[src/design/coutpd_map.vh]
// constants for the two-channel current output control block
`ifndef COUTPD_MAP_VH
`define COUTPD_MAP_VH
// ==========================================
// record numbers
`define COUTPD_REC_PARAM 8'h00
`define COUTPD_REC_DIAG4 8'h00
`define COUTPD_REC_DIAG 8'h01
`define COUTPD_REC_FN0 8'h80
`define COUTPD_REC_FN1 8'h81
// ==========================================
// parameter record byte index and length
`define COUTPD_PIX_RSVD 5'h00
`define COUTPD_PIX_WBE 5'h01
`define COUTPD_PIX_FN0 5'h02
`define COUTPD_PIX_FN1 5'h03
`define COUTPD_PAR_LEN 5'h04
// ==========================================
// diagnostic record byte index and lengths
`define COUTPD_DIX_GEN 5'h00
`define COUTPD_DIX_CLASS 5'h01
`define COUTPD_DIX_RSVC 5'h02
`define COUTPD_DIX_INT 5'h03
`define COUTPD_DIX_KIND 5'h04
`define COUTPD_DIX_NBIT 5'h05
`define COUTPD_DIX_NCH 5'h06
`define COUTPD_DIX_GRP 5'h07
`define COUTPD_DIX_CH0 5'h08
`define COUTPD_DIX_CH1 5'h09
`define COUTPD_DIX_TICK0 5'h10
`define COUTPD_DIX_TICK1 5'h11
`define COUTPD_DIX_TICK2 5'h12
`define COUTPD_DIX_TICK3 5'h13
`define COUTPD_DIAG_SHORT 5'h04
`define COUTPD_DIAG_LEN 5'h14
// ==========================================
// reset and fixed values
`define COUTPD_RST_WBE 8'h00
`define COUTPD_RST_FN 8'h31
`define COUTPD_WBE_MASK 8'h03
`define COUTPD_CLASS_ANALOG 4'h5
`define COUTPD_CLASS_CHINFO 4
`define COUTPD_KIND 8'h73
`define COUTPD_NBIT 8'h08
`define COUTPD_NCH 8'h02
// ==========================================
// function codes
`define COUTPD_FN_4_K27 8'h30
`define COUTPD_FN_0_K27 8'h31
`define COUTPD_FN_4_K16 8'h40
`define COUTPD_FN_0_K16 8'h41
`define COUTPD_FN_OFF 8'hFF
// ==========================================
// fault bit positions
`define COUTPD_FLT_PAR 0
`define COUTPD_FLT_WB 4
`define COUTPD_INT_OVF 3
`define COUTPD_INT_COMM 4
`define COUTPD_GEN_INT 0
`define COUTPD_GEN_EXT 1
`define COUTPD_GEN_CH 2
// ==========================================
// scaling figures, current in microamps
`define COUTPD_HI_K27 18'sh07EFF
`define COUTPD_HI_K16 18'sh05000
`define COUTPD_UNDER_K27 18'sh01B00
`define COUTPD_UNDER_K16 18'sh01000
`define COUTPD_FS_K27 36'h000006C00
`define COUTPD_FS_K16 36'h000004000
`define COUTPD_SPAN_0_20 36'h000004E20
`define COUTPD_SPAN_4_20 36'h000003E80
// ==========================================
// microsecond ticker timing
`define COUTPD_TICK_NS 1000
`define COUTPD_CLK_NS 10
`define COUTPD_TICK_CYC (`COUTPD_TICK_NS / `COUTPD_CLK_NS)
`endif

[src/design/coutpd.v]
// two-channel current output control: parameters, scaling, diagnostics
`timescale 1ns/10ps
`include "coutpd_map.vh"
// Function
// - wire-break enable bit per channel, default zero
// - parameter record bytes; function codes via 80h/81h
// - function codes default 31h; FFh switches channel off
// - code 31h scales 0-20 mA over 27648
// - code 41h scales 0-20 mA over 16384
// - 0-20 mA ranges clamp negatives to 0 mA
// - code 30h scales 4-20 mA over 27648
// - code 40h scales 4-20 mA over 16384
// - no interrupt; channel fault lights LED, logged
// - parameter errors and enabled wire breaks reported
// - record 01h full diagnostics, 00h first four
// - diagnostic record byte layout and fixed contents
// - module class nibble 0101b, channel info bit
// - channel fault bit 0 parameter, 4 wire break
// - group fault bit per channel group
// - internal fault bits overflow and communication error
module coutpd
(
    input wire i_mclk,
    input wire i_srst,
    input wire [7:0] i_rec_num,
    input wire [4:0] i_rec_idx,
    input wire i_rec_wr,
    input wire i_rec_rd,
    input wire [7:0] i_rec_wdata,
    output reg [7:0] o_rec_rdata,
    output reg o_rec_ack,
    output reg o_rec_err,
    input wire [1:0] i_aout_we,
    input wire [15:0] i_aout_data,
    input wire [1:0] i_wire_open,
    input wire i_diag_ovf,
    input wire i_comm_err,
    output reg [15:0] o_ch0_ua,
    output reg [15:0] o_ch1_ua,
    output reg [1:0] o_ch_active,
    output reg [1:0] o_ch_err_led,
    output reg o_grp_err_led
);

// ==========================================
// functions
// true for one of the four scaling codes
function coutpd_fn_ok;
    input [7:0] fn;
    begin
        coutpd_fn_ok = (fn == `COUTPD_FN_4_K27) || (fn == `COUTPD_FN_0_K27) ||
            (fn == `COUTPD_FN_4_K16) || (fn == `COUTPD_FN_0_K16);
    end
endfunction

// output word to microamps; off or unknown codes give zero
function [15:0] coutpd_scale;
    input [7:0] fn;
    input [15:0] d;
    reg signed [17:0] v;
    reg signed [17:0] lo;
    reg signed [17:0] hi;
    reg [17:0] u;
    reg [35:0] p;
    begin
        v = {{2{d[15]}}, d};
        lo = 18'sd0;
        hi = 18'sd0;
        p = 36'h0;
        // range limits per code; 0-20 ranges have no underrange
        case (fn)
            `COUTPD_FN_4_K27:
            begin
                lo = -`COUTPD_UNDER_K27;
                hi = `COUTPD_HI_K27;
            end
            `COUTPD_FN_0_K27:
            begin
                lo = 18'sd0;
                hi = `COUTPD_HI_K27;
            end
            `COUTPD_FN_4_K16:
            begin
                lo = -`COUTPD_UNDER_K16;
                hi = `COUTPD_HI_K16;
            end
            `COUTPD_FN_0_K16:
            begin
                lo = 18'sd0;
                hi = `COUTPD_HI_K16;
            end
            default: hi = 18'sd0; // off or unknown code: both limits stay zero
        endcase
        // clamp rather than wrap: values past the limits saturate
        if (v < lo)
            v = lo;
        if (v > hi)
            v = hi;
        // shift so the bottom of the range becomes zero
        u = v - lo;
        // divisions are by constants, so they fold into multipliers
        case (fn)
            `COUTPD_FN_4_K27:
                p = ({18'h0, u} * `COUTPD_SPAN_4_20) / `COUTPD_FS_K27;
            `COUTPD_FN_0_K27:
                p = ({18'h0, u} * `COUTPD_SPAN_0_20) / `COUTPD_FS_K27;
            `COUTPD_FN_4_K16:
                p = ({18'h0, u} * `COUTPD_SPAN_4_20) / `COUTPD_FS_K16;
            `COUTPD_FN_0_K16:
                p = ({18'h0, u} * `COUTPD_SPAN_0_20) / `COUTPD_FS_K16;
            default:
                p = 36'h0;
        endcase
        coutpd_scale = p[15:0];
    end
endfunction

// ==========================================
// state
reg [7:0] wbe_r; // wire-break enable byte
reg [7:0] fn0_r; // function code channel 0
reg [7:0] fn1_r; // function code channel 1
reg [15:0] aout0_r; // output word channel 0
reg [15:0] aout1_r; // output word channel 1
reg [1:0] wo_s1_r; // wire-open sync, first stage
reg [1:0] wo_s2_r; // wire-open sync, second stage
reg [7:0] flt0_r; // channel 0 fault byte
reg [7:0] flt1_r; // channel 1 fault byte
reg [7:0] int_r; // internal fault byte
reg [6:0] pre_r; // cycle prescaler for the ticker
reg [31:0] tick_r; // microsecond ticker
reg [31:0] snap_r; // ticker copy taken when byte 16 is read
reg [7:0] flt0_nxt;
reg [7:0] flt1_nxt;
reg [7:0] rbyte; // diagnostic byte selected by index
wire [1:0] fn_ok; // channel has a valid scaling code
wire [1:0] fn_off; // channel switched off
wire [7:0] grp; // group fault byte
wire [7:0] gen; // general fault byte
wire [7:0] mclass; // module class byte
wire wr_ok; // write hits a writable byte
wire rd_diag; // read hits the diagnostic record
wire rd_fn; // read of a function code record

assign fn_ok = {coutpd_fn_ok(fn1_r), coutpd_fn_ok(fn0_r)};
assign fn_off = {fn1_r == `COUTPD_FN_OFF, fn0_r == `COUTPD_FN_OFF};
assign grp = {6'h00, |flt1_r, |flt0_r};
assign mclass = {3'h0, 1'b1, `COUTPD_CLASS_ANALOG};
// general byte: internal, external and channel summary bits
assign gen = {5'h00, |grp, |grp, |int_r};

// ==========================================
// record decode
// a write goes to the parameter record or a function code record
assign wr_ok = ((i_rec_num == `COUTPD_REC_PARAM) && (i_rec_idx < `COUTPD_PAR_LEN)) ||
    (((i_rec_num == `COUTPD_REC_FN0) || (i_rec_num == `COUTPD_REC_FN1)) &&
    (i_rec_idx == 5'h00));
// record 00h read serves only the first four diagnostic bytes
assign rd_diag = ((i_rec_num == `COUTPD_REC_DIAG) && (i_rec_idx < `COUTPD_DIAG_LEN)) ||
    ((i_rec_num == `COUTPD_REC_DIAG4) && (i_rec_idx < `COUTPD_DIAG_SHORT));
assign rd_fn = ((i_rec_num == `COUTPD_REC_FN0) || (i_rec_num == `COUTPD_REC_FN1)) &&
    (i_rec_idx == 5'h00);

// diagnostic byte mux in record order
always @*
begin
    rbyte = 8'h00;
    case (i_rec_idx)
        `COUTPD_DIX_GEN: rbyte = gen;
        `COUTPD_DIX_CLASS: rbyte = mclass;
        `COUTPD_DIX_INT: rbyte = int_r;
        `COUTPD_DIX_KIND: rbyte = `COUTPD_KIND;
        `COUTPD_DIX_NBIT: rbyte = `COUTPD_NBIT;
        `COUTPD_DIX_NCH: rbyte = `COUTPD_NCH;
        `COUTPD_DIX_GRP: rbyte = grp;
        `COUTPD_DIX_CH0: rbyte = flt0_r;
        `COUTPD_DIX_CH1: rbyte = flt1_r;
        `COUTPD_DIX_TICK0: rbyte = tick_r[7:0];
        // upper bytes come from the copy so the word is coherent
        `COUTPD_DIX_TICK1: rbyte = snap_r[15:8];
        `COUTPD_DIX_TICK2: rbyte = snap_r[23:16];
        `COUTPD_DIX_TICK3: rbyte = snap_r[31:24];
        // reserved bytes and reserved channel faults
        default: rbyte = 8'h00;
    endcase
end

// ==========================================
// fault evaluation
// faults are levels; they clear as soon as the cause is gone
always @*
begin
    flt0_nxt = 8'h00;
    flt1_nxt = 8'h00;
    flt0_nxt[`COUTPD_FLT_PAR] = ~fn_ok[0] & ~fn_off[0];
    flt1_nxt[`COUTPD_FLT_PAR] = ~fn_ok[1] & ~fn_off[1];
    // only enabled, driving channels can see a wire break
    flt0_nxt[`COUTPD_FLT_WB] = wbe_r[0] & fn_ok[0] & wo_s2_r[0];
    flt1_nxt[`COUTPD_FLT_WB] = wbe_r[1] & fn_ok[1] & wo_s2_r[1];
end

// ==========================================
// parameter and output word registers
always @(posedge i_mclk)
begin
    if (i_srst)
    begin
        wbe_r <= `COUTPD_RST_WBE;
        fn0_r <= `COUTPD_RST_FN;
        fn1_r <= `COUTPD_RST_FN;
        aout0_r <= 16'h0000;
        aout1_r <= 16'h0000;
    end
    else
    begin
        // parameter writes; the reserved byte is taken and dropped
        if (i_rec_wr && wr_ok)
        begin
            if (i_rec_num == `COUTPD_REC_FN0)
                fn0_r <= i_rec_wdata;
            else if (i_rec_num == `COUTPD_REC_FN1)
                fn1_r <= i_rec_wdata;
            else if (i_rec_idx == `COUTPD_PIX_WBE)
                wbe_r <= i_rec_wdata & `COUTPD_WBE_MASK;
            else if (i_rec_idx == `COUTPD_PIX_FN0)
                fn0_r <= i_rec_wdata;
            else if (i_rec_idx == `COUTPD_PIX_FN1)
                fn1_r <= i_rec_wdata;
        end
        // output image words, one per channel
        if (i_aout_we[0])
            aout0_r <= i_aout_data;
        if (i_aout_we[1])
            aout1_r <= i_aout_data;
    end
end

// ==========================================
// channel outputs and diagnostics
// the wire-open pins are asynchronous, hence two stages
always @(posedge i_mclk)
begin
    if (i_srst)
    begin
        wo_s1_r <= 2'h0;
        wo_s2_r <= 2'h0;
        flt0_r <= 8'h00;
        flt1_r <= 8'h00;
        int_r <= 8'h00;
        o_ch0_ua <= 16'h0000;
        o_ch1_ua <= 16'h0000;
        o_ch_active <= 2'h0;
        o_ch_err_led <= 2'h0;
        o_grp_err_led <= 1'b0;
    end
    else
    begin
        wo_s1_r <= i_wire_open;
        wo_s2_r <= wo_s1_r;
        flt0_r <= flt0_nxt;
        flt1_r <= flt1_nxt;
        int_r <= {3'h0, i_comm_err, i_diag_ovf, 3'h0};
        o_ch0_ua <= coutpd_scale(fn0_r, aout0_r);
        o_ch1_ua <= coutpd_scale(fn1_r, aout1_r);
        o_ch_active <= fn_ok;
        // no interrupt exists; the LEDs show channel faults, not internal ones
        o_ch_err_led <= {|flt1_nxt, |flt0_nxt};
        o_grp_err_led <= |flt0_nxt | |flt1_nxt;
    end
end

// ==========================================
// microsecond ticker
// free-running; wraps after about 71 minutes
always @(posedge i_mclk)
begin
    if (i_srst)
    begin
        pre_r <= 7'h00;
        tick_r <= 32'h0000_0000;
    end
    else if (pre_r == (`COUTPD_TICK_CYC - 1))
    begin
        pre_r <= 7'h00;
        tick_r <= tick_r + 32'h0000_0001;
    end
    else
        pre_r <= pre_r + 7'h01;
end

// ==========================================
// record answer
// one answer per request, one cycle after it; write beats read
always @(posedge i_mclk)
begin
    if (i_srst)
    begin
        o_rec_rdata <= 8'h00;
        o_rec_ack <= 1'b0;
        o_rec_err <= 1'b0;
        snap_r <= 32'h0000_0000;
    end
    else
    begin
        o_rec_ack <= 1'b0;
        o_rec_err <= 1'b0;
        if (i_rec_wr)
        begin
            o_rec_rdata <= 8'h00;
            o_rec_ack <= wr_ok;
            o_rec_err <= ~wr_ok;
        end
        else if (i_rec_rd)
        begin
            o_rec_ack <= rd_diag | rd_fn;
            o_rec_err <= ~(rd_diag | rd_fn);
            if (rd_diag)
                o_rec_rdata <= rbyte;
            else if (rd_fn && (i_rec_num == `COUTPD_REC_FN0))
                o_rec_rdata <= fn0_r;
            else if (rd_fn)
                o_rec_rdata <= fn1_r;
            else
                o_rec_rdata <= 8'h00;
            // catch the ticker when its low byte is fetched
            if (rd_diag && (i_rec_idx == `COUTPD_DIX_TICK0))
                snap_r <= tick_r;
        end
    end
end

endmodule // coutpd

[config.mk]
export PLATFORM = sky130hd
export DESIGN_NAME = coutpd
export DESIGN_NICKNAME = d
export VERILOG_FILES = /design/src/design/coutpd.v
export VERILOG_INCLUDE_DIRS = /design/src /design/src/design
export SDC_FILE = /design/constraint.sdc
export NUM_CORES = 2
export LEC_CHECK = 0
export ABC_AREA = 1
export BUFFER_PORTS_ARGS = -buffer_cell sky130_fd_sc_hd__buf_2
export CORE_MARGIN = 10
export CORE_UTILIZATION = 45
export DETAILED_ROUTE_END_ITERATION = 8
export PLACE_DENSITY = 0.58
export SYNTH_ARGS = -nofsm -noshare
export SYNTH_HDL_FRONTEND = slang
export SYNTH_SLANG_ARGS = --single-unit
[constraint.sdc]
create_clock -name i_mclk -period 46.5 [get_ports i_mclk]
set_clock_uncertainty 0.1 [all_clocks]
set_input_delay 9.3 -clock i_mclk [delete_from_list [all_inputs] [get_ports i_mclk]]
set_output_delay 9.3 -clock i_mclk [all_outputs]
set_load 0.02 [all_outputs]
# == Word-level counts from Yosys, hierarchy flattened ==
# Cells that the tools add are included.
# W data, S select, Z words.
# classes
n_addsub,4
n_mul,4
div_mod_pow,4
order_cmp,6
eq_ne,31
shifts,0
n_mux,34
n_bitwise,17
n_reduce_logical,35
# op_table
operator,count
$mux W18,12
$pmux W16 S4,2
$pmux W8 S13,1
$mux W8,11
$div A32 B15 Y36 const B,2
$div A33 B15 Y36 const B,2
$pmux W18 S2,2
$pmux W15 S2,2
$mul A18 B10 Y28 const B,2
$mul A18 B7 Y25 const B,2
$gt A18 B18 Y1,2
$lt A16 B18 Y1,2
$sub A18 B18 Y18,2
$add A32 B1 Y32 const B,1
$eq A8 B6 Y1 const B,4
$eq A8 B7 Y1 const B,4
$eq A8 B8 Y1 const B,4
$reduce_or A8 Y1,3
$eq A5 B3 Y1 const B,4
$eq A5 B5 Y1 const B,4
$reduce_or A16 Y1,1
$reduce_or A2 Y1,8
$eq A5 B2 Y1 const B,2
$eq A5 B4 Y1 const B,2
other kinds (20),54
# totals
regBits,196
latchBits,0
mem_bits_rw,0
romBits,0
in_bits,47
out_inout_bits,47
elab_cells,159
memories,0

# == Depth between registers and ports, before layout ==
# depth
ltp_word,13
depth_mapped,163
ltp_nobuf,161

# == Worst setup path after synthesis ==
# Ideal clock, no wire load.
# synth_timing
path_type,reg2reg
start,register fn0_r[6]
end,register o_ch0_ua[0]
setup_time_ns,0.119
arrival_ns,17.632
required_ns,46.281
path_slack_ns,28.649
stages_incl_launch_ff,149
path_buffers,3
synth_period_minus_slack_ns,17.851
path_cell_list,dfxtp_1 inv_1 nor4_1 inv_1 nor2_1 clkinv_1 ha_1 nand2_1 o21ai_0 nand3_1 nand3_1 o21ai_0 clkbuf_1 clkbuf_1 nor2_1 ha_1 a21oi_1 a21oi_1 [113 not listed] nand2_1 nand2_2 inv_2 nand2_2 nand2_4 nand2_4 nand2_1 nand2_1 nor2_1 nand2_2 nand2_2 nand2_1 nand3_1 nand2_1 nand2_1 nand2_1 nand2_1 a21oi_2
# synth_between
elab_chain_cells,13
word_cells_on_any_way,22
classes_between,add/sub: 1; mul: 2; div: 2; order compare: 2; eq/ne: 4; mux: 9; reduce/logical: 2
# synth_rtl
item,line_no,source
from (decl),coutpd.v:121,reg [7:0] fn0_r;
from (signal assigned),coutpd.v:209,fn0_r <= `COUTPD_RST_FN;
from (signal assigned),coutpd.v:220,fn0_r <= i_rec_wdata;
from (signal assigned),coutpd.v:226,fn0_r <= i_rec_wdata;
$eq A8 B7 Y1 or $eq A8 B6 Y1 (tied branches),"coutpd.v:71, coutpd.v:102",
$pmux W18 S2,coutpd.v:71,case (fn)
$mux W18,coutpd.v:243,if (i_srst)
$lt A16 B18 Y1,coutpd.v:95,if (v < lo)
$mux W18,coutpd.v:95,
$mux W18,coutpd.v:243,
$gt A18 B18 Y1,coutpd.v:97,if (v > hi)
$mux W18,coutpd.v:97,
$mux W18,coutpd.v:243,
$sub A18 B18 Y18,coutpd.v:100,u = v - lo;
$mul A18 B10 Y28 (no line) or $mul A18 B7 Y25 (tied branches),n/a,
$div A33 B15 Y36 (no line) or $div A32 B15 Y36 (tied branches),n/a,
$pmux W16 S4 *,coutpd.v:102,case (fn)
to (signal assigned),coutpd.v:263,"o_ch0_ua <= coutpd_scale(fn0_r, aout0_r);"
to (decl),coutpd.v:38,"output reg [15:0] o_ch0_ua,"
# Every way passes the cells marked *; elsewhere a longest branch is shown, timed or not. The select of a mux whose other input is x is not followed.
# A chain may end at the register's enable or synchronous reset.

# == Worst setup path after layout ==
# Ends and elaborated chain as after synthesis.

==> impl_metrics.env <==
export IMPL_gp_congestion=0.938
export IMPL_cp_num_buf_inv=18
export IMPL_cp_required_ns=46.73
export IMPL_antenna_found_initial=0
export IMPL_clock_path_buffers=2
export IMPL_post_cts_buffers=0
export IMPL_startpoint_type="register"
export IMPL_cts_tree="yes"
export IMPL_die_area_sq_mm=0.0728
export IMPL_row_count=91
export IMPL_synth_warnings=0
export IMPL_synth_nets=4638
export IMPL_grt_pass1_wl_microns=125000
export IMPL_io_buffers=93
export IMPL_path_clk_slew_ns=0.08
export IMPL_ctsHtreeMaxLevel=4
export IMPL_cp_max_fo=22
export IMPL_multi_input_area_sq_mm=0.0212
export IMPL_drt_iter0_markers=1883
export IMPL_grt_overflow=0
export IMPL_slowest_stage="o21ai_1"
export IMPL_setup_tns_ns=0
export IMPL_ys_seq_area_share_pct=12.1
export IMPL_start_util_pct=45.5
export IMPL_n_antenna_cell=0
export IMPL_route_detailed_drc=0
export IMPL_hold_buffers=0
export IMPL_ys_ff_latch=170
export IMPL_synthTopCellsByArea="ha_1 (14%), dfxtp_1 (12%), fa_1 (12%), nand2_1 (11%), inv_1 (10%)"
export IMPL_max_slew_worst_pin_slew_ns=1.26
export IMPL_hold_ws_ns=0.320
export IMPL_crit_top_cell="nand2_2"
export IMPL_postSynth_asyncResetShare_pct=0
export IMPL_cp_arrival_ns=20.82
export IMPL_via_per_inst=5.07
export IMPL_hpwl_microns=65800
export IMPL_track_usage_pct=20.6
export IMPL_drtPass1Iterations=5
export IMPL_synth_cell_types=71
export IMPL_synth_top_area_share_pct=14.2
export IMPL_fillers=6460
export IMPL_status="complete, no violations"
export IMPL_area_growth_pct=7.00
export IMPL_crit_family="simple AND/OR/NAND/NOR gates"
export IMPL_die_y_microns=270
export IMPL_yosysTopAreaCell="ha_1"
export IMPL_syn_instance_count=4105
export IMPL_cts_resized=0
export IMPL_synth_ff_type="dfxtp_1"
export IMPL_synth_edf_count=0
export IMPL_fin_crit_sh_pct=44.3
export IMPL_ant_nets=0
export IMPL_drive_gt1_share_pct=15.0
export IMPL_netlist_top_cells_count="nand2_1 (800), inv_1 (766), ha_1 (320)"
export IMPL_slew_headroom_pct=15.8
export IMPL_rsz0062_at_grt="no"
export IMPL_grt_pass1_vias=24100
export IMPL_numCtsBuffers=17
export IMPL_maxCapViolations=0
export IMPL_slowest_delay_ns=0.66
export IMPL_die_w_microns=270
export IMPL_finalSetupViolCount=0
export IMPL_via_count=25500
export IMPL_wire_per_inst_microns=15.1
export IMPL_endpoint_kind="register"
export IMPL_core_area_sq_mm=0.0617
export IMPL_fin_nets=4714
export IMPL_io_pins=94
export IMPL_avgSynthCellArea_sq_um=6.85
export IMPL_min_period_ns=20.59
export IMPL_clk_latency_ns=0.46
export IMPL_slew_violations=0
export IMPL_grt_max_degree=79
export IMPL_timing_final_hold_violations=0
export IMPL_cts_num_sinks=170
export IMPL_finalWirelength_microns=76100
export IMPL_clock_fmax_mhz=48.6
export IMPL_syn_area_sq_mm=0.0281
export IMPL_critical_path_class="reg -> reg"
export IMPL_yosysMostFrequentCell="nand2_1"
export IMPL_seq_area_sq_mm=0.00340
export IMPL_hold_class="reg -> reg"
export IMPL_cts_root_buf="clkbuf_16"
==> flip-flops by register name, indices dropped and copies added, names as in the netlist, 7 cells and up <==
| signal | flops |
|---|---|
| tick_r | 32 |
| fn1_r | 8 |
| snap_r | 24 |
| aout1_r | 16 |
| o_rec_rdata | 8 |
| fn0_r | 8 |
| pre_r | 7 |
| o_ch0_ua | 16 |
| aout0_r | 16 |
| o_ch1_ua | 16 |
==> final timing paths <==
kind / start / to / slack (ns) / depth (start not counted)
worst max register to register: fn0_r[6]$_SDFFE_PP0P_ / o_ch0_ua[0]$_SDFF_PP0_ / 25.91 / 147
worst max-delay path: fn0_r[6]$_SDFFE_PP0P_ / o_ch0_ua[0]$_SDFF_PP0_ / 25.91 / 147
worst min-delay path: wo_s1_r[0]$_SDFF_PP0_ / wo_s2_r[0]$_SDFF_PP0_ / 0.32 / 2
worst min register to register: wo_s1_r[0]$_SDFF_PP0_ / wo_s2_r[0]$_SDFF_PP0_ / 0.32 / 2
==> layer usage <==
metal	global-route usage (%)	up-vias	part of all wire [%]
li1	-	13300	-
met1	30.6	11600	51
met2	31.7	557	43
met3	2.19	60	4.8
met4	3.89	0	1.4
met5	0	-	0
==> final cells by class <==
cell class	count	area share, %
clock inverter	15	0.666
inverter	847	10.8
tap	837	3.48
timing repair buffer	102	1.77
multi-input combinational	3043	70.6
clock buffer	17	1.41
sequential	170	11.3
==> worst reg2reg max path: cells and delay by family, from the launching register on <==
kind / cells / cell delay [ns]
simple gates: 105 / 11.35
fa+ha+maj: 9 / 3.54
compound gates: 14 / 2.54
buf+inv: 18 / 2.17
xor+xnor: 1 / 0.41
flops: 1 / 0.34
==> through the flow <==
step / utilization, % / worst slack, ns / area [sq um] / cells
finish: 48.7 / 25.91 / 30100 / 5031
global route: 48.7 / 23.96 / 30100 / 5031
CTS: 48.7 / 26.17 / 30100 / 5031
detailed placement: 47.7 / 26.25 / 29400 / 4999
global placement: 47.7 / 26.26 / 29400 / 4999
floorplan: - / 28.65 / 28100 / 4105
==> cell families (layout without fill, tap and decap cells) <==
group / count (synthesis) / count (layout) / share of synthesized area (%)
adder cells (fa/ha/maj): 486 / 486 / 26.1
multiplexers: 1 / 1 / 0.0356
AND/OR/NAND/NOR: 1876 / 1876 / 34.5
flip-flops: 170 / 170 / 12.1
XOR/XNOR: 93 / 93 / 2.90
buffers and inverters: 892 / 981 / 12.4
AO/OA/AOI/OAI: 587 / 587 / 12.0
==> cells in the final DEF, fill, tap and decap left out, types with 35 or more instances in the layout <==
master    synthesis  final
a211oi_1         35     35
inv_1           766    765
ha_1            320    320
nand2_2         166    166
nand2_1         800    800
xor2_1           61     61
nor2_1          275    275
nand3_1         272    272
inv_2            54     55
dfxtp_1         170    170
a21oi_1         214    214
o21ai_0         190    189
buf_2             1     93
nand2_4         111    111
nand3_2          45     45
nand4_1          61     61
fa_1            166    166
Power is left out: the tool's default activity adds up to more than one toggle a clock period on the data nets, which glitch-free logic cannot reach.
